[src/design/pcxb_regs.svh]
// Register offsets, field positions, reset values and sizes of the pin crossbar
`ifndef PCXB_REGS_SVH
`define PCXB_REGS_SVH

`define PCXB_NPIN        25
`define PCXB_NSIG        14
`define PCXB_PIN_MASK    32'h01FFFFFF

`define PCXB_SEL0_ADDR   8'hE1
`define PCXB_SEL2_ADDR   8'hC7
`define PCXB_LATCH_BASE  8'h80
`define PCXB_MDOUT_BASE  8'hA4
`define PCXB_SKIP_BASE   8'hD4
`define PCXB_MDIN_BASE   8'hF4

`define PCXB_SEL0_RESET  8'h00
`define PCXB_SEL0_WMASK  8'hFD
`define PCXB_SEL2_RESET  8'h00
`define PCXB_SEL2_WMASK  8'hC1
`define PCXB_MDIN_RESET  32'h01FFFFFF
`define PCXB_MDOUT_RESET 32'h00000000
`define PCXB_SKIP_RESET  32'h00000000
`define PCXB_LATCH_RESET 32'h01FFFFFF

`define PCXB_UART_BIT    0
`define PCXB_SPI_BIT     2
`define PCXB_SMB_BIT     3
`define PCXB_CP0_BIT     4
`define PCXB_CP0A_BIT    5
`define PCXB_CP1_BIT     6
`define PCXB_CP1A_BIT    7
`define PCXB_LIN_BIT     0
`define PCXB_XON_BIT     6
`define PCXB_WPOFF_BIT   7

`define PCXB_UART_TX_PIN 4
`define PCXB_UART_RX_PIN 5

`endif

[src/design/pcxb_pkg.sv]
// Types shared by the pin crossbar modules
package pcxb_pkg;

    // Peripheral signals, numbered in default priority order
    typedef enum logic [3:0] {
        SIG_UART_TX  = 4'h0,
        SIG_UART_RX  = 4'h1,
        SIG_SPI_SCK  = 4'h2,
        SIG_SPI_MISO = 4'h3,
        SIG_SPI_MOSI = 4'h4,
        SIG_SPI_NSS  = 4'h5,
        SIG_SMB_SDA  = 4'h6,
        SIG_SMB_SCL  = 4'h7,
        SIG_CMP0     = 4'h8,
        SIG_CMP0A    = 4'h9,
        SIG_CMP1     = 4'hA,
        SIG_CMP1A    = 4'hB,
        SIG_LIN_TX   = 4'hC,
        SIG_LIN_RX   = 4'hD
    } pcxb_sig_t;

    typedef logic [3:0] pcxb_sig_idx_t;

endpackage : pcxb_pkg

[src/design/pcxb_alloc.sv]
// Priority allocator: gives each requested signal except the UART pair the lowest free pin
`timescale 1ns/100ps
`include "pcxb_regs.svh"

module pcxb_alloc (
    // Requests and skip mask
    input  wire logic [`PCXB_NSIG-1:0]            req,
    input  wire logic [`PCXB_NPIN-1:0]            skip,
    // Result per pin
    output logic      [`PCXB_NPIN-1:0]            assigned,
    output logic      [`PCXB_NPIN-1:0][3:0]       sig_of
);

    // Service order; may be reordered for another priority scheme
    localparam pcxb_pkg::pcxb_sig_t ORDER [`PCXB_NSIG] = '{
        pcxb_pkg::SIG_UART_TX, pcxb_pkg::SIG_UART_RX, pcxb_pkg::SIG_SPI_SCK,
        pcxb_pkg::SIG_SPI_MISO, pcxb_pkg::SIG_SPI_MOSI, pcxb_pkg::SIG_SPI_NSS,
        pcxb_pkg::SIG_SMB_SDA, pcxb_pkg::SIG_SMB_SCL, pcxb_pkg::SIG_CMP0,
        pcxb_pkg::SIG_CMP0A, pcxb_pkg::SIG_CMP1, pcxb_pkg::SIG_CMP1A,
        pcxb_pkg::SIG_LIN_TX, pcxb_pkg::SIG_LIN_RX};

    logic [`PCXB_NPIN-1:0] taken;
    logic                  found;

    always_comb begin
        taken    = skip;
        assigned = '0;
        sig_of   = '0;
        found    = 1'b0;
        // Fixed pins for the primary UART
        if (req[pcxb_pkg::SIG_UART_TX]) begin
            taken[`PCXB_UART_TX_PIN]    = 1'b1;
            taken[`PCXB_UART_RX_PIN]    = 1'b1;
            assigned[`PCXB_UART_TX_PIN] = 1'b1;
            assigned[`PCXB_UART_RX_PIN] = 1'b1;
            sig_of[`PCXB_UART_TX_PIN]   = pcxb_pkg::SIG_UART_TX;
            sig_of[`PCXB_UART_RX_PIN]   = pcxb_pkg::SIG_UART_RX;
        end
        for (int k = 0; k < `PCXB_NSIG; k++) begin
            found = 1'b0;
            if (req[ORDER[k]] && ORDER[k] != pcxb_pkg::SIG_UART_TX
                    && ORDER[k] != pcxb_pkg::SIG_UART_RX) begin
                for (int p = 0; p < `PCXB_NPIN; p++) begin
                    if (!found && !taken[p]) begin
                        found       = 1'b1;
                        taken[p]    = 1'b1;
                        assigned[p] = 1'b1;
                        sig_of[p]   = ORDER[k];
                    end
                end
            end
        end
    end

endmodule : pcxb_alloc

[src/design/pcxb_top.sv]
// Port pin crossbar: pin modes, skip masks, routing registers and pad control
//
// Notes on behaviour
// - Event capture on all digital pins only
// - Lowest free pin, fixed priority from UART
// - UART transmit P0.4, receive P0.5 always
// - Assigned pins passed over for later signals
// - Skipped pins treated as already assigned
// - SMBus, UART, LIN claim pin pairs
// - Unclaimed pins stay ordinary port pins
// - SPI takes three or four pins
// - Crossbar off keeps pins as inputs
// - Output drivers off while crossbar off
// - Input-mode bit: 1 digital, 0 analog
// - Analog pin: pull-up, driver, receiver off
// - Output-mode bit; SMBus pins always open-drain
// - Pull-up on open-drain pins unless disabled
// - Pull-up off while driving low
// - Route bits 7..4 enable comparator outputs
// - Route bits 3,2,0 enable SMBus, SPI, UART
// - Analog pins read back zero
// - Reset leaves pins high-impedance with pull-ups
`timescale 1ns/100ps
`include "pcxb_regs.svh"

module pcxb_top (
    // Clock and reset
    input  wire logic                    core_clk,
    input  wire logic                    rst_n,
    // Register port
    input  wire logic [7:0]              reg_addr,
    input  wire logic [7:0]              reg_wdata,
    input  wire logic                    reg_wr,
    input  wire logic                    reg_rd,
    output logic      [7:0]              reg_rdata,
    // Peripheral side
    input  wire logic [`PCXB_NSIG-1:0]   periph_out,
    input  wire logic [`PCXB_NSIG-1:0]   periph_oe,
    input  wire logic [1:0]              spi_slave_select_mode,
    output logic      [`PCXB_NSIG-1:0]   periph_in,
    output logic      [`PCXB_NPIN-1:0]   pin_event,
    // Pad side
    input  wire logic [`PCXB_NPIN-1:0]   pin_in,
    output logic      [`PCXB_NPIN-1:0]   pin_out,
    output logic      [`PCXB_NPIN-1:0]   pin_oe_n,
    output logic      [`PCXB_NPIN-1:0]   pin_pullup,
    output logic      [`PCXB_NPIN-1:0]   pin_in_en
);

    // ************************************************************
    // Helpers
    // ************************************************************
    function automatic logic [7:0] get_byte(input logic [31:0] v, input logic [1:0] n);
        get_byte = v[{n, 3'b000} +: 8];
    endfunction : get_byte

    function automatic logic [31:0] put_byte(input logic [31:0] v, input logic [1:0] n,
                                             input logic [7:0] b);
        logic [31:0] r;
        r = v;
        r[{n, 3'b000} +: 8] = b;
        put_byte = r & `PCXB_PIN_MASK;
    endfunction : put_byte

    // ************************************************************
    // Registers
    // ************************************************************
    logic [7:0]  peripheral_route_select_0;
    logic [7:0]  peripheral_route_select_2;
    logic [31:0] pin_input_mode;
    logic [31:0] pin_output_mode;
    logic [31:0] pin_skip_mask;
    logic [31:0] port_latch;
    logic [7:0]  next_route_0;
    logic [7:0]  next_route_2;
    logic [31:0] next_input_mode;
    logic [31:0] next_output_mode;
    logic [31:0] next_skip_mask;
    logic [31:0] next_latch;
    logic [7:0]  next_rdata;
    logic [31:0] pad_read;
    logic [1:0]  byte_sel;

    assign byte_sel = reg_addr[1:0];
    assign pad_read = 32'(pin_in & pin_input_mode[`PCXB_NPIN-1:0]);

    always_comb begin
        next_route_0     = peripheral_route_select_0;
        next_route_2     = peripheral_route_select_2;
        next_input_mode  = pin_input_mode;
        next_output_mode = pin_output_mode;
        next_skip_mask   = pin_skip_mask;
        next_latch       = port_latch;
        next_rdata       = 8'h00;
        if (reg_wr) begin
            if (reg_addr == `PCXB_SEL0_ADDR) begin
                next_route_0 = reg_wdata & `PCXB_SEL0_WMASK;
            end
            if (reg_addr == `PCXB_SEL2_ADDR) begin
                next_route_2 = reg_wdata & `PCXB_SEL2_WMASK;
            end
            unique case ({2'h0, reg_addr[7:2]})
                `PCXB_MDIN_BASE >> 2:  next_input_mode  = put_byte(pin_input_mode,
                                                                   byte_sel, reg_wdata);
                `PCXB_MDOUT_BASE >> 2: next_output_mode = put_byte(pin_output_mode,
                                                                   byte_sel, reg_wdata);
                `PCXB_SKIP_BASE >> 2:  next_skip_mask   = put_byte(pin_skip_mask,
                                                                   byte_sel, reg_wdata);
                `PCXB_LATCH_BASE >> 2: next_latch       = put_byte(port_latch,
                                                                   byte_sel, reg_wdata);
                default:               next_latch       = port_latch;
            endcase
        end
        if (reg_rd) begin
            if (reg_addr == `PCXB_SEL0_ADDR) begin
                next_rdata = peripheral_route_select_0;
            end
            if (reg_addr == `PCXB_SEL2_ADDR) begin
                next_rdata = peripheral_route_select_2;
            end
            unique case ({2'h0, reg_addr[7:2]})
                `PCXB_MDIN_BASE >> 2:  next_rdata = get_byte(pin_input_mode, byte_sel);
                `PCXB_MDOUT_BASE >> 2: next_rdata = get_byte(pin_output_mode, byte_sel);
                `PCXB_SKIP_BASE >> 2:  next_rdata = get_byte(pin_skip_mask, byte_sel);
                `PCXB_LATCH_BASE >> 2: next_rdata = get_byte(pad_read, byte_sel);
                default:               next_rdata = next_rdata;
            endcase
        end
    end

    always_ff @(posedge core_clk or negedge rst_n) begin
        if (!rst_n) begin
            peripheral_route_select_0 <= `PCXB_SEL0_RESET;
            peripheral_route_select_2 <= `PCXB_SEL2_RESET;
            pin_input_mode            <= `PCXB_MDIN_RESET;
            pin_output_mode           <= `PCXB_MDOUT_RESET;
            pin_skip_mask             <= `PCXB_SKIP_RESET;
            port_latch                <= `PCXB_LATCH_RESET;
            reg_rdata                 <= 8'h00;
        end else begin
            peripheral_route_select_0 <= next_route_0;
            peripheral_route_select_2 <= next_route_2;
            pin_input_mode            <= next_input_mode;
            pin_output_mode           <= next_output_mode;
            pin_skip_mask             <= next_skip_mask;
            port_latch                <= next_latch;
            reg_rdata                 <= next_rdata;
        end
    end

    // ************************************************************
    // Allocation
    // ************************************************************
    logic                            crossbar_on;
    logic                            weak_pullup_off;
    logic [`PCXB_NSIG-1:0]           req;
    logic [`PCXB_NPIN-1:0]           alloc_assigned;
    logic [`PCXB_NPIN-1:0][3:0]      alloc_sig;

    assign crossbar_on     = peripheral_route_select_2[`PCXB_XON_BIT];
    assign weak_pullup_off = peripheral_route_select_2[`PCXB_WPOFF_BIT];

    always_comb begin
        req = '0;
        req[pcxb_pkg::SIG_UART_TX]  = peripheral_route_select_0[`PCXB_UART_BIT];
        req[pcxb_pkg::SIG_UART_RX]  = peripheral_route_select_0[`PCXB_UART_BIT];
        req[pcxb_pkg::SIG_SPI_SCK]  = peripheral_route_select_0[`PCXB_SPI_BIT];
        req[pcxb_pkg::SIG_SPI_MISO] = peripheral_route_select_0[`PCXB_SPI_BIT];
        req[pcxb_pkg::SIG_SPI_MOSI] = peripheral_route_select_0[`PCXB_SPI_BIT];
        req[pcxb_pkg::SIG_SPI_NSS]  = peripheral_route_select_0[`PCXB_SPI_BIT]
                                      & (spi_slave_select_mode != 2'h0);
        req[pcxb_pkg::SIG_SMB_SDA]  = peripheral_route_select_0[`PCXB_SMB_BIT];
        req[pcxb_pkg::SIG_SMB_SCL]  = peripheral_route_select_0[`PCXB_SMB_BIT];
        req[pcxb_pkg::SIG_CMP0]     = peripheral_route_select_0[`PCXB_CP0_BIT];
        req[pcxb_pkg::SIG_CMP0A]    = peripheral_route_select_0[`PCXB_CP0A_BIT];
        req[pcxb_pkg::SIG_CMP1]     = peripheral_route_select_0[`PCXB_CP1_BIT];
        req[pcxb_pkg::SIG_CMP1A]    = peripheral_route_select_0[`PCXB_CP1A_BIT];
        req[pcxb_pkg::SIG_LIN_TX]   = peripheral_route_select_2[`PCXB_LIN_BIT];
        req[pcxb_pkg::SIG_LIN_RX]   = peripheral_route_select_2[`PCXB_LIN_BIT];
    end

    pcxb_alloc u_alloc (
        .req      (req),
        .skip     (pin_skip_mask[`PCXB_NPIN-1:0]),
        .assigned (alloc_assigned),
        .sig_of   (alloc_sig)
    );

    // ************************************************************
    // Pad control
    // ************************************************************
    logic [`PCXB_NPIN-1:0] next_pin_out;
    logic [`PCXB_NPIN-1:0] next_pin_oe_n;
    logic [`PCXB_NPIN-1:0] next_pin_pullup;
    logic [`PCXB_NPIN-1:0] next_pin_in_en;
    logic [`PCXB_NPIN-1:0] next_pin_event;
    logic [`PCXB_NSIG-1:0] next_periph_in;

    always_comb begin
        logic dig;
        logic routed;
        logic val;
        logic drv;
        logic od;
        logic low;
        logic high;
        dig            = 1'b0;
        routed         = 1'b0;
        val            = 1'b0;
        drv            = 1'b0;
        od             = 1'b0;
        low            = 1'b0;
        high           = 1'b0;
        next_periph_in = '0;
        for (int i = 0; i < `PCXB_NPIN; i++) begin
            dig    = pin_input_mode[i];
            routed = crossbar_on & alloc_assigned[i];
            val    = routed ? periph_out[alloc_sig[i]] : port_latch[i];
            drv    = crossbar_on & dig & (routed ? periph_oe[alloc_sig[i]] : 1'b1);
            od     = ~pin_output_mode[i] | (routed & ((alloc_sig[i] == pcxb_pkg::SIG_SMB_SDA)
                     | (alloc_sig[i] == pcxb_pkg::SIG_SMB_SCL)));
            low    = drv & ~val;
            high   = drv & val & ~od;
            next_pin_out[i]    = high;
            next_pin_oe_n[i]   = ~(low | high);
            next_pin_pullup[i] = crossbar_on ? (dig & ~weak_pullup_off & od & ~low)
                                             : (dig & ~weak_pullup_off);
            next_pin_in_en[i]  = dig;
            next_pin_event[i]  = pin_in[i] & dig;
            if (routed) begin
                next_periph_in[alloc_sig[i]] = pin_in[i] & dig;
            end
        end
    end

    always_ff @(posedge core_clk or negedge rst_n) begin
        if (!rst_n) begin
            pin_out    <= '0;
            pin_oe_n   <= '1;
            pin_pullup <= '1;
            pin_in_en  <= '1;
            pin_event  <= '0;
            periph_in  <= '0;
        end else begin
            pin_out    <= next_pin_out;
            pin_oe_n   <= next_pin_oe_n;
            pin_pullup <= next_pin_pullup;
            pin_in_en  <= next_pin_in_en;
            pin_event  <= next_pin_event;
            periph_in  <= next_periph_in;
        end
    end

    // Any pin carrying slave select, seen from the allocator result
    logic nss_placed;

    always_comb begin
        nss_placed = 1'b0;
        for (int i = 0; i < `PCXB_NPIN; i++) begin
            nss_placed = nss_placed
                | (alloc_assigned[i] & (alloc_sig[i] == pcxb_pkg::SIG_SPI_NSS));
        end
    end
endmodule : pcxb_top

[config.mk]
export PLATFORM = sky130hd
export DESIGN_NAME = pcxb_top
export DESIGN_NICKNAME = d
export VERILOG_FILES = /design/src/design/pcxb_pkg.sv /design/src/design/pcxb_alloc.sv /design/src/design/pcxb_top.sv
export VERILOG_INCLUDE_DIRS = /design/src /design/src/design
export SDC_FILE = /design/constraint.sdc
export NUM_CORES = 2
export LEC_CHECK = 0
export BUFFER_PORTS_ARGS = -buffer_cell sky130_fd_sc_hd__buf_4
export CAP_MARGIN = 20
export CORE_MARGIN = 2
export CORE_UTILIZATION = 40
export CTS_CLUSTER_DIAMETER = 150
export DETAILED_ROUTE_END_ITERATION = 8
export SYNTH_ARGS = -nofsm -noshare
export SYNTH_HDL_FRONTEND = slang
export SYNTH_HIERARCHICAL = 1
export SYNTH_SLANG_ARGS = --single-unit
[constraint.sdc]
create_clock -name core_clk -period 8.8 [get_ports core_clk]
set_input_delay 0 -clock core_clk [delete_from_list [all_inputs] [get_ports core_clk]]
set_output_delay 0 -clock core_clk [all_outputs]
set_load 0.02 [all_outputs]
==> results.py <==
metrics = {
    "run_status": {
        "run_status": "complete, no violations",
    },
    "power": {
        "vdd_ir_drop_max_uv": 144,
        "p_leak_nw": 16.3,
        "power.density_nw_per_um2": 72.6,
        "power.total_mw": 3.11,
    },
    "layout": {
        "layout.cells.non_filler": 5978,
        "finalNetCount": 4872,
        "finalCoreUtilization": 0.502,
        "final_layout_size_suffix_gt1_frac": 0.312,
        "synthToLayoutAreaGrowth_pct": 23.8,
    },
    "yosys": {
        "synthesis.area_per_instance_um2": 8.05,
        "leading_cell_types_by_total_area_after_synthesis": "sky130_fd_sc_hd__mux4_2 (12%), sky130_fd_sc_hd__dfrtp_1 (9.5%), sky130_fd_sc_hd__dfstp_2 (9.5%)",
        "number_of_synthesized_flops_with_an_enable_pin": 0,
        "postSynth.topFlopCell": "sky130_fd_sc_hd__dfrtp_1",
        "netlist_area_um2": 34600,
        "yosys-top-cells-count": "sky130_fd_sc_hd__nand2_1 (462), sky130_fd_sc_hd__nor2_1 (398), sky130_fd_sc_hd__clkbuf_1 (250)",
        "yosysSeqAreaShare": 0.190,
        "yosys_register_bits": 257,
        "yosysWarningCount": 6,
        "yosysTopAreaCell": "sky130_fd_sc_hd__mux4_2",
        "syn_inst": 4299,
        "synthArstFlopShare": 1.00,
        "post-synth-top-count-cell": "sky130_fd_sc_hd__nand2_1",
        "synth_fp_nets": 4378,
        "yosysUniqueCellTypes": 144,
        "synthDominantCellAreaShare": 0.117,
    },
    "critical_path": {
        "critPathMaxFanout": 12,
        "cp_num_buf_inv": 8,
        "cp_common_cell": "sky130_fd_sc_hd__buf_4",
        "timing.reg2reg.worst_path_depth": 35,
        "reg2reg_slack_ns": 0.20,
        "critPathTopFamily": "compound AO/OA/AOI/OAI gates",
        "timing_worst_setup_path_type": "flop to flop",
        "required_ns": 9.29,
        "cp_arrival_ns": 9.09,
        "max_stage_delay_ns": 0.56,
        "reg2reg_to": "periph_in[0]",
        "crit_path_top_delay_cell": "sky130_fd_sc_hd__a221oi_1",
        "cp-start-kind": "flop",
        "endpoint_kind": "flop",
        "rr_startpoint": "pin_skip_mask[2]",
    },
    "global_route": {
        "grt_overflow_total": 0,
        "first_global_vias": 38700,
        "grt_usage": 0.386,
        "antenna_violations_before_repair": 22,
        "largest_net_degree_at_the_start_of_global_routing": 153,
        "grt_pass1_wl_um": 259000,
    },
    "routing": {
        "drt-vias-per-instance": 6.87,
        "number_of_vias_after_detailed_routing": 41100,
        "remaining_drc_errors": 0,
        "finalWirelength_um": 180000,
        "ant_nets": 0,
        "drtPass1Iterations": 6,
        "drtIter0Drc": 5051,
        "routedWlPerCell_um": 30.1,
    },
    "timing": {
        "slew-limit-headroom": 0.232,
        "layout_setup_ws_ns": 0.200,
        "drv_slew": 0,
        "worst_clock_skew_ns": 0.0638,
        "max_slew.worst_pin.slew_ns": 1.15,
        "grt_setup_unrepaired": "true",
        "max_freq_mhz": 116,
        "share_of_the_clock_period_used_by_the_worst_path_after_layout": 0.977,
        "setup_viol": 0,
        "hold_viol": 0,
        "final.hold.worst_slack_ns": 0.0506,
        "timing.final.crit_period_ns": 8.60,
    },
    "place": {
        "pre_cts_slack_ns": -0.391,
        "placed_cells_incl_taps": 5821,
        "gp_congestion": 1.09,
        "detailedPlacementHpwl_um": 143000,
        "io_buffers": 221,
    },
    "min_path": {
        "hold_class": "primary input to flop",
        "worstHoldEndpoint": "reg_rdata[7]",
        "hold_depth": 3,
        "hold_path_start": "reg_addr[0]",
    },
    "clocking": {
        "numCtsBuffers": 27,
        "clk_path_buf_depth": 3,
        "number_of_clock_sinks": 257,
        "clock-root-buffer": "sky130_fd_sc_hd__clkbuf_16",
        "insertion_delay_ns": 0.62,
        "cts_tree": "yes",
        "path_clk_slew_ns": 0.07,
        "ctsHtreeMaxLevel": 1,
    },
    "floorplan": {
        "die-area_um2": 88900,
        "design.portCount": 222,
        "num_rows": 107,
        "die_height_um": 298,
        "floorplan.die.width_um": 298,
        "placeable_core_region_um2": 85400,
        "floorplan.initialDensity": 0.405,
    },
    "job": {
        "max_cap_viol_count": 0,
    },
}
## sequential cells by signal, indices dropped and copies added, names as in the netlist
name / flops
pin_out: 25
pin_skip_mask: 25
pin_pullup: 25
peripheral_route_select_0: 7
pin_in_en: 25
pin_output_mode: 25
port_latch: 25
pin_oe_n: 25
peripheral_route_select_2: 3
pin_input_mode: 25
periph_in: 14
reg_rdata: 8
pin_event: 25
## worst min-delay path, cell delays in order
cell	delay, ns
sky130_fd_sc_hd__buf_4	0.19
sky130_fd_sc_hd__o21ai_1	0.21
sky130_fd_sc_hd__a32o_1	0.17
## logic make-up after synthesis
family	Yosys count	synth area share
muxes	293	0.153
adders and majority gates	38	0.0117
xor gates and xnor gates	22	0.00557
AOI/OAI and AO/OA	1472	0.307
buffers and inverters	473	0.0608
and+or+nand+nor	1744	0.271
DFF	257	0.190
## what timing repair did
item,CTS,global route
pin swaps,2,61
hold buffers,30,0
gates cloned,0,2
resized for setup,13,177
hold endpoints to repair,187,0
setup buffers,2,52
setup endpoints to repair,12,47
## per-layer routing
layer / up-vias / track usage / wire length (um)
met5: - / 0 / 23
met4: 4 / 0.295 / 16600
met3: 615 / 0.0602 / 14500
met2: 2512 / 0.626 / 83200
met1: 19900 / 0.458 / 65900
li1: 18000 / - / -
## per-stage QoR
| step | TNS, ns | cell area (um2) |
|---|---|---|
| 6_report | 0 | 42800 |
| 5_1_grt | -0.855 | 42800 |
| 4_1_cts | -0.0529 | 41600 |
| 3_5_place_dp | -0.806 | 40200 |
| 3_3_place_gp | -0.304 | 40200 |
| 2_1_floorplan | 0 | 34600 |
## area by class of cell
cell class / count / area (um2)
clock buffer: 35 / 776
tap: 1144 / 1430
multi-input combinational: 3570 / 26800
clock inverter: 15 / 185
antenna: 20 / 50.0
fill: 8380 / 42600
inverter: 81 / 304
sequential: 257 / 6600
timing repair buffer: 856 / 6680
## report_power, final
| part | internal, mW | switching [mW] |
|---|---|---|
| Sequential | 1.20 | 0.0245 |
| Clock | 0.720 | 0.558 |
| Combinational | 0.221 | 0.384 |
## worst max-delay path by stage
stage,from,to,slack (ns),cells past startpoint
floorplan,peripheral_route_select_0[2],pin_pullup[21],0.60,37
global placement,pin_skip_mask[0],periph_in[5],-0.29,32
detailed placement,pin_skip_mask[1],periph_in[5],-0.39,32
CTS,pin_skip_mask[2],periph_in[11],-0.05,37
global route,pin_skip_mask[0],periph_in[13],-0.08,35
finish,pin_skip_mask[2],periph_in[0],0.20,35
## layout by cell type, fill, tap and decap left out, drive strengths merged, types with 43 or more instances in the layout
cell and count:
o211ai 65, nand3 126, a21oi 221, and2 59, buf 824, a31oi 49, nor3 115, mux2i 87
nand4 71, a211oi 86, nor2b 54, o21ai 313, o22ai 102, nor2 403, nand4b 61, o2111ai 43
dfrtp 132, inv 86, nand2 465, nand2b 82, mux4 183, dfstp 125
No activity file was read; power rests on OpenSTA's default activity.
